==> src/hw/valid_defs.vh <==
`ifndef VALID_DEFS_VH
`define VALID_DEFS_VH

// register offsets
`define OFF_VALID_LOW   4'h0
`define OFF_VALID_HIGH  4'h1
`define OFF_IRQ_STATUS  4'h2
`define OFF_IRQ_MASK    4'h3

// alarm word layout per input: soft freq, hard freq, no activity, phase lock
`define ALM_SOFT        0
`define ALM_HARD        1
`define ALM_ACT         2
`define ALM_LOCK        3
`define ALM_W           4

// reset values
`define VALID_RST       8'h00
`define MASK_RST        8'h00
`define HIGH_USED       6

`endif

==> src/hw/valid_eval.v <==
`include "valid_defs.vh"

// combinational validity judge for a packed array of alarm words
module valid_eval #(
	parameter N = 14
) (
	input  wire [N*`ALM_W-1:0] alarms,
	output reg  [N-1:0]        valid
);

	// soft alarm alone never disqualifies an input
	function judge;
		input [`ALM_W-1:0] a;
		begin
			judge = ~(a[`ALM_HARD] | a[`ALM_ACT] | a[`ALM_LOCK]); // see [RULE1]
		end
	endfunction

	integer i;
	// one flag per input, one meaning valid
	always @* begin
		valid = {N{1'b0}};
		for (i = 0; i < N; i = i + 1) begin
			valid[i] = judge(alarms[i*`ALM_W +: `ALM_W]); // see [RULE4]
		end
	end

endmodule

==> src/hw/change_detect.v <==
// flags any bit that changed since the previous cycle
module change_detect #(
	parameter W = 14
) (
	input  wire         clk,
	input  wire         resetn,
	input  wire [W-1:0] din,
	output reg  [W-1:0] prev,
	output wire [W-1:0] changed
);

	// history register, cleared to all invalid
	always @(posedge clk) begin
		if (!resetn) begin
			prev <= {W{1'b0}};
		end else begin
			prev <= din;
		end
	end

	assign changed = din ^ prev;

endmodule

==> src/hw/reference_validity_status.v <==
`include "valid_defs.vh"

// Overview of operation
// [RULE1] An input is valid with no alarm at all or with only a soft frequency alarm.
// [RULE2] The low byte holds inputs one to eight, input one at bit zero.
// [RULE3] The high byte holds inputs nine to fourteen at bits zero to five, top two bits unused.
// [RULE4] A flag reads one for a valid input and zero for an invalid one.
// [RULE5] Unused high bits read zero and writes to either status byte do nothing.
module reference_validity_status #(
	parameter N_INPUTS = 14
) (
	input  wire                       clk,
	input  wire                       resetn,
	input  wire [N_INPUTS*`ALM_W-1:0] alarms,
	input  wire [3:0]                 addr,
	input  wire [7:0]                 wdata,
	input  wire                       wr,
	input  wire                       rd,
	output reg  [7:0]                 rdata,
	output reg  [N_INPUTS-1:0]        valid_out,
	output reg                        irq
);

	wire [N_INPUTS-1:0] valid_now;
	wire [N_INPUTS-1:0] valid_chg;
	reg  [7:0]          status_low_r;
	reg  [7:0]          status_high_r;
	reg  [7:0]          mask_r;
	reg  [7:0]          mask_nxt;
	reg  [7:0]          irq_stat_r;
	reg  [7:0]          irq_stat_nxt;
	reg  [7:0]          rdata_nxt;
	wire [7:0]          events;

	// evaluates each input's alarms
	valid_eval #(
		.N(N_INPUTS)
	) u_eval (
		.alarms(alarms),
		.valid (valid_now)
	);

	// notices flag transitions for the interrupt
	change_detect #(
		.W(N_INPUTS)
	) u_chg (
		.clk    (clk),
		.resetn (resetn),
		.din    (valid_now),
		.prev   (),
		.changed(valid_chg)
	);

	// status bytes are snapshots of the live flags; no write path reaches them
	always @(posedge clk) begin
		if (!resetn) begin
			status_low_r  <= `VALID_RST;
			status_high_r <= `VALID_RST;
			valid_out     <= {N_INPUTS{1'b0}};
		end else begin
			status_low_r  <= valid_now[7:0]; // see [RULE2]
			status_high_r <= {2'b00, valid_now[N_INPUTS-1:8]}; // see [RULE3] see [RULE5]
			valid_out     <= valid_now;
		end
	end

	// event 0: any low input changed, event 1: any high input changed
	assign events = {6'h00, |valid_chg[N_INPUTS-1:8], |valid_chg[7:0]};

	// sticky status cleared by read; a fresh event beats the clear
	always @* begin
		irq_stat_nxt = irq_stat_r;
		if (rd && addr == `OFF_IRQ_STATUS) begin
			irq_stat_nxt = 8'h00;
		end
		irq_stat_nxt = irq_stat_nxt | events;
	end

	// mask next value, so irq tracks status and mask with no extra cycle of lag
	always @* begin
		mask_nxt = mask_r;
		if (wr && addr == `OFF_IRQ_MASK) begin // see [RULE5]
			mask_nxt = wdata;
		end
	end

	// read mux; unmapped offsets answer zero
	always @* begin
		case (addr)
		`OFF_VALID_LOW: begin
			rdata_nxt = status_low_r;
		end
		`OFF_VALID_HIGH: begin
			rdata_nxt = status_high_r;
		end
		`OFF_IRQ_STATUS: begin
			rdata_nxt = irq_stat_r;
		end
		`OFF_IRQ_MASK: begin
			rdata_nxt = mask_r;
		end
		default: begin
			rdata_nxt = 8'h00;
		end
		endcase
	end

	// bus side: only the mask is writable, status bytes ignore writes
	always @(posedge clk) begin
		if (!resetn) begin
			mask_r     <= `MASK_RST;
			irq_stat_r <= 8'h00;
			rdata      <= 8'h00;
			irq        <= 1'b0;
		end else begin
			mask_r     <= mask_nxt;
			irq_stat_r <= irq_stat_nxt;
			rdata      <= rd ? rdata_nxt : 8'h00;
			irq        <= |(irq_stat_nxt & mask_nxt);
		end
	end

endmodule

==> config.mk <==
export PLATFORM = sky130hd
export DESIGN_NAME = reference_validity_status
export DESIGN_NICKNAME = d
export VERILOG_FILES = /design/src/hw/valid_eval.v /design/src/hw/change_detect.v /design/src/hw/reference_validity_status.v
export VERILOG_INCLUDE_DIRS = /design/src /design/src/hw
export SDC_FILE = /design/constraint.sdc
export NUM_CORES = 1
export LEC_CHECK = 0
export BUFFER_PORTS_ARGS = -buffer_cell sky130_fd_sc_hd__buf_2
export CORE_ASPECT_RATIO = 0.75
export CORE_UTILIZATION = 45
export CTS_CLUSTER_SIZE = 24
export DETAILED_ROUTE_END_ITERATION = 6
export PLACE_DENSITY = 0.82
export SETUP_SLACK_MARGIN = 0.4
export SYNTH_ARGS = -nofsm -noshare
export SYNTH_HDL_FRONTEND = slang
export SYNTH_SLANG_ARGS = --single-unit
==> constraint.sdc <==
create_clock -name clk -period 2.6 [get_ports clk]
set_input_delay 0.13 -clock clk [delete_from_list [all_inputs] [get_ports clk]]
set_output_delay 0.13 -clock clk [all_outputs]
set_load 0.05 [all_outputs]
==> results of run 1 <==
[worst min-delay path, stage by stage]
cell and delay, ns:
buf_2 0.08, mux2i_1 0.07, nor2_1 0.08
[layer usage]
metal | GRT usage, % | vias to the layer above | share of wire, %
met2 | 36.0 | 61 | 46
met3 | 6.37 | 3 | 7.5
met5 | 0 | - | 0
li1 | - | 697 | -
met4 | 5.00 | 0 | 0.56
met1 | 27.3 | 644 | 46
[placed cells by master, fill, tap and decap left out, types with 2 or more instances in the layout]
cell type / netlist / layout
mux2_2: 2 / 2
nand2_1: 5 / 5
buf_2: 1 / 80
mux2i_1: 8 / 8
and3_1: 6 / 6
mux4_2: 6 / 6
nor2b_1: 6 / 6
xor2_1: 6 / 6
clkbuf_8: 0 / 5
xnor2_1: 8 / 8
and2_1: 16 / 16
dfxtp_1: 39 / 39
a31oi_1: 3 / 3
o22ai_1: 2 / 2
nand3_1: 3 / 3
nor3_1: 15 / 15
nor2_1: 11 / 11
[flip-flops by register name, summed over array words and instances (netlist names)]
name,cells
rdata,8
u_chg.prev,1
irq_stat_r,8
irq,1
status_high_r,6
status_low_r,7
mask_r,8
[worst min-delay path by stage]
stage	from	end	cells past startpoint	slack, ns
2_1_floorplan	resetn	irq_stat_r[2]	1	0.28
3_3_place_gp	wdata[4]	mask_r[4]	3	0.40
3_5_place_dp	wdata[3]	mask_r[3]	3	0.40
4_1_cts	wdata[3]	mask_r[3]	3	0.10
5_1_grt	wdata[4]	mask_r[4]	3	0.11
6_report	wdata[3]	mask_r[3]	3	0.10
[area by class of cell]
class	instances	area (um^2)
clock inverter	3	43.8
tap	40	50.0
fill	272	1180
inverter	1	3.75
sequential	39	781
multi-input combinational	107	816
timing repair buffer	81	408
clock buffer	5	68.8
[report_power, final]
group	switching (mW)	internal, mW
Combinational	0.0785	0.0669
Clock	0.218	0.286
Sequential	0.00783	0.608
[through the flow]
step / area [um^2] / setup WS [ns] / instances / hold slack [ns]
CTS: 2170 / 1.05 / 276 / 0.101
finish: 2170 / 1.05 / 276 / 0.105
global route: 2170 / 0.860 / 276 / 0.114
floorplan: 1620 / 0.971 / 152 / 0.283
global placement: 2060 / 0.842 / 268 / 0.398
detailed placement: 2060 / 0.819 / 268 / 0.402
[cell families after synthesis]
group | count (synthesis) | synth area share [%]
mux | 16 | 14.7
xor+xnor | 14 | 7.57
compound gates | 10 | 4.71
flops | 39 | 48.2
simple gates | 67 | 23.4
buf+inv | 6 | 1.47
==> results.py, run 1 <==
metrics = {
    "clock_network": {
        "clock_sinks": 39,
        "numCtsBuffers": 5,
        "clockBufferDepth": 2,
        "post_cts_resized": 0,
        "postCtsSetupBuffers": 0,
        "htree_levels": 2,
        "cts.clk_slew.worst_paths_ns": 0.08,
        "holdBufCountCts": 0,
        "clkLatencyLatePin_ns": 0.29,
        "cts_tree": "yes",
        "cts-root-buf": "clkbuf_8",
    },
    "synthesis": {
        "seq_area_frac_synth_pct": 48.2,
        "synth_edf_count": 0,
        "ys_seq_elements": 39,
        "netlist_area_um2": 1620,
        "synth_top_area_share_pct": 48.2,
        "synth_area_leaders": "dfxtp_1 48%, mux4_2 8.3%, and2_1 6.2%",
        "ys_warn_count": 0,
        "synthDistinctLibCells": 29,
        "yosysTopAreaCell": "dfxtp_1",
        "yosysMostFrequentCell": "dfxtp_1",
        "synth_ff_type": "dfxtp_1",
        "synth_cells": 152,
        "synthTopCellsByCount": "39 x dfxtp_1, 16 x and2_1, 15 x nor3_1, 11 x nor2_1",
        "avgSynthCellArea_um2": 10.7,
        "synthArstFlopShare_pct": 0,
        "syn_nets": 224,
    },
    "pwr": {
        "p_per_area_nw_per_um2": 583,
        "leakage_nw": 1.06,
        "max-vdd-ir-drop_mv": 0.421,
        "p_total_mw": 1.27,
    },
    "sta": {
        "skew_ns": 0.00909,
        "hold_viol": 0,
        "worst_pin_slew_ns": 0.490,
        "min_period_over_period_pct": 59.6,
        "setup_violations": 0,
        "rsz0062_at_grt": "no",
        "fmax_mhz": 645,
        "relSlewSlack_pct": 66.5,
        "fin_setup_tns_ns": 0,
        "period_needed_ns": 1.55,
        "slew_violations": 0,
    },
    "worst_setup_path": {
        "reg2reg_slack_ns": 1.05,
        "slowest_stage": "a2111oi_0",
        "path_class": "register to register",
        "cp.depth": 5,
        "reg2reg_to": "irq",
        "critPathTopFamily": "compound AO/OA/AOI/OAI gates",
        "end_kind": "register",
        "crit_path_start_kind": "register",
        "crit_chain": "xnor2_1 > nand3_1 > a2111oi_0 > nand2b_1 > o211ai_1",
        "crit_end": "irq",
        "max_stage_delay_ns": 0.46,
        "r2r_cells": 5,
        "critPathBufInv": 0,
        "critPathLaunch": "status_low_r[6]",
        "worstPathArrival_ns": 1.71,
        "r2r_start": "status_low_r[6]",
        "crit_required_ns": 2.76,
        "worstPathMaxFanout": 3,
    },
    "placed_design": {
        "place.gp.congestion": 0.786,
        "hpwl_um": 2850,
        "port_buffers": 80,
    },
    "floorplanning": {
        "core-area_um2": 3360,
        "rows": 18,
        "io_pins": 95,
        "dieArea_um2": 3850,
        "die_x_um": 71.3,
        "initial_core_util_pct": 48.3,
        "die_h_um": 54.0,
    },
    "finish": {
        "final_util_pct": 64.7,
        "drive_above_1_share_pct": 42.4,
        "diodes": 0,
        "area_delta_synth_final_pct": 34.0,
        "layout.nets": 307,
    },
    "drt": {
        "first_pass_iters": 6,
        "vias": 1405,
        "totalWireLength_um": 3730,
        "drc": 8,
        "initialDrtViolationCount": 46,
        "routed_via_density": 5.09,
        "wl_per_cell_um": 13.5,
        "ant_nets": 0,
    },
    "global_route": {
        "gr-total-overflow": 0,
        "grt_pass1_wl_um": 5890,
        "grt_pass1_vias": 1279,
        "grt_max_degree": 25,
        "antenna_found_initial": 0,
        "grt_util_all_layers_pct": 21.3,
    },
    "job": {
        "max_cap_violations": 0,
    },
    "hold_path": {
        "hold_path.class": "primary input to register",
    },
    "status": {
        "violations": "DRC",
        "status": "finished with violations",
    },
}
Note: power is estimated with default switching activity, not from simulation.
==> inputs of run 2 (changes only) <==
--- a/config.mk
+++ b/config.mk
@@ -6,12 +6,13 @@
 export SDC_FILE = /design/constraint.sdc
 export NUM_CORES = 1
 export LEC_CHECK = 0
+export ABC_AREA = 1
 export BUFFER_PORTS_ARGS = -buffer_cell sky130_fd_sc_hd__buf_2
 export CORE_ASPECT_RATIO = 0.75
-export CORE_UTILIZATION = 45
+export CORE_UTILIZATION = 41
 export CTS_CLUSTER_SIZE = 24
 export DETAILED_ROUTE_END_ITERATION = 6
-export PLACE_DENSITY = 0.82
+export PLACE_DENSITY = 0.76
 export SETUP_SLACK_MARGIN = 0.4
 export SYNTH_ARGS = -nofsm -noshare
 export SYNTH_HDL_FRONTEND = slang
==> constraint.sdc (replaced) <==
create_clock -name clk -period 1.3 [get_ports clk]
set_input_delay 0.065 -clock clk [delete_from_list [all_inputs] [get_ports clk]]
set_output_delay 0.065 -clock clk [all_outputs]
set_load 0.05 [all_outputs]
==> results.py, run 2 <==
metrics = {
    "synthesis": {
        "synth_cells": 291,
        "synth_top_area_share_pct": 40.5,
        "syn_nets": 363,
        "synthTopCellsByCount": "73 x nand2_1, 55 x inv_1, 48 x nor2_1, 39 x dfxtp_1, 14 x nand3_1",
        "ys_seq_elements": 39,
        "synth_ff_type": "dfxtp_1",
        "synth_edf_count": 0,
        "synthArstFlopShare_pct": 0,
        "netlist_area_um2": 1930,
        "yosysTopAreaCell": "dfxtp_1",
        "ys_warn_count": 0,
        "synthDistinctLibCells": 25,
        "seq_area_frac_synth_pct": 40.5,
        "avgSynthCellArea_um2": 6.62,
        "yosysMostFrequentCell": "nand2_1",
        "synth_area_leaders": "dfxtp_1 41%, nand2_1 14%, inv_1 11%",
    },
    "worst_setup_path": {
        "crit_path_start_kind": "register",
        "crit_required_ns": 1.47,
        "path_class": "register to register",
        "end_kind": "register",
        "worstPathMaxFanout": 4,
        "worstPathArrival_ns": 1.43,
    },
    "floorplanning": {
        "io_pins": 95,
        "dieArea_um2": 4980,
        "core-area_um2": 4490,
        "die_x_um": 81.2,
        "initial_core_util_pct": 42.9,
        "die_h_um": 61.4,
        "rows": 21,
    },
    "drt": {
        "totalWireLength_um": 5520,
        "drc": 0,
        "routed_via_density": 4.75,
        "initialDrtViolationCount": 184,
        "first_pass_iters": 4,
        "wl_per_cell_um": 11.9,
        "ant_nets": 0,
        "vias": 2196,
    },
    "sta": {
        "min_period_over_period_pct": 96.8,
        "rsz0062_at_grt": "yes",
        "worst_pin_slew_ns": 0.335,
        "setup_violations": 0,
        "period_needed_ns": 1.26,
        "hold_viol": 0,
        "fmax_mhz": 794,
        "slew_violations": 0,
        "hold_slack_ns": 0.0269,
        "skew_ns": 0.00499,
        "relSlewSlack_pct": 77.6,
    },
    "finish": {
        "fin_cells": 462,
        "design_area_um2": 3070,
        "layout.nets": 476,
        "final_common_cell": "nand2_1",
        "fill_cells": 389,
        "layout_common_cells": "71 x nand2_1, 56 x buf_2, 51 x inv_1",
        "diodes": 0,
        "area_delta_synth_final_pct": 59.4,
        "drive_above_1_share_pct": 40.0,
        "final_util_pct": 68.4,
        "reg.largest.list": "irq_stat_r x8, mask_r x8, rdata x8",
    },
    "hold_path": {
        "hold_path.class": "primary input to register",
    },
    "placed_design": {
        "placed_area_um2": 2500,
        "hpwl_um": 3800,
        "place.gp.congestion": 0.846,
        "dp.cells": 435,
        "port_buffers": 80,
    },
    "clock_network": {
        "cts.clk_slew.worst_paths_ns": 0.08,
        "holdBufCountCts": 0,
        "clockBufferDepth": 2,
        "clkLatencyLatePin_ns": 0.29,
        "cts-root-buf": "clkbuf_8",
        "clock_sinks": 39,
        "htree_levels": 2,
        "numCtsBuffers": 5,
        "cts_tree": "yes",
    },
    "pwr": {
        "p_per_area_nw_per_um2": 938,
        "max-vdd-ir-drop_mv": 0.729,
        "p_total_mw": 2.88,
        "leakage_nw": 1.55,
    },
    "global_route": {
        "gr-total-overflow": 0,
        "grt_pass1_wl_um": 8260,
        "grt_pass1_vias": 1909,
        "antenna_found_initial": 0,
        "grt_max_degree": 32,
        "grt_util_all_layers_pct": 22.6,
    },
    "job": {
        "max_cap_violations": 0,
    },
    "status": {
        "status": "finished, final reports clean",
    },
}
run 2: cell types whose count changed after synthesis, sizes merged, moves of 8 or more:
cell | before | now
mux2i | 8 | 0
nand2 | 5 | 77
nor3 | 15 | 7
nand3 | 3 | 15
inv | 1 | 58
and2 | 16 | 0
nor2 | 12 | 52
run 2: metal layers:
layer  vias up  GRT usage (%)  routed length, um
met5         -              0                  0
met4         0           8.42                 44
met3         5           4.59                392
met2        88           38.7               2650
met1       975           28.6               2430
li1       1128              -                  -
run 2: cells by family after synthesis:
group | share of synthesized area (%)
flops | 40.5
xor+xnor | 1.82
buf+inv | 13.1
compound gates | 7.27
simple gates | 37.3
run 2: stage by stage:
step,TNS (ns),worst slack [ns]
6_report,0,0.0413
5_1_grt,-0.0371,-0.0371
4_1_cts,0,0.123
3_5_place_dp,-0.0801,-0.0801
3_3_place_gp,-0.0301,-0.0301
2_1_floorplan,0,0.119
run 2: power by group:
part | internal, mW | switching (mW) | total, mW
clock network | 0.765 | 0.443 | 1.21
registers | 1.20 | 0.0228 | 1.22
logic | 0.205 | 0.248 | 0.452
total | 2.17 | 0.714 | 2.88
run 2: area by class of cell:
class                      instances  area (um^2)  share of cell area [%]
multi-input combinational        190          981                    31.9
sequential                        39          833                    27.1
timing repair buffer             110          832                    27.1
inverter                          58          218                    7.09
tap                               57         71.3                    2.32
clock buffer                       5         68.8                    2.24
clock inverter                     3         67.6                    2.20
run 2: worst paths after layout:
kind,startpoint,cells past startpoint,to,slack [ns]
setup / recovery,status_high_r[5],9,irq,0.04
hold / removal,alarms[51],4,status_high_r[4],0.03
setup reg to reg,status_high_r[5],9,irq,0.04
hold reg to reg,irq_stat_r[5],2,irq_stat_r[5],0.47
run 2: repair_timing:
item,in CTS,in global routing
pin swaps,7,12
hold endpoints to repair,0,0
resized for setup,44,47
setup buffers,10,8
cloned,0,1
setup endpoints to repair,28,30
run 2: worst max-delay path, cell delays in order, from the launching register on:
cell and delay [ns]:
dfxtp_4 0.37, nand4_1 0.12, nand2_1 0.10, nand2_1 0.07, nor2_2 0.10, nand2_1 0.07, nand2_1 0.08, nand3_1 0.10
nor2_1 0.10, nor2_1 0.04
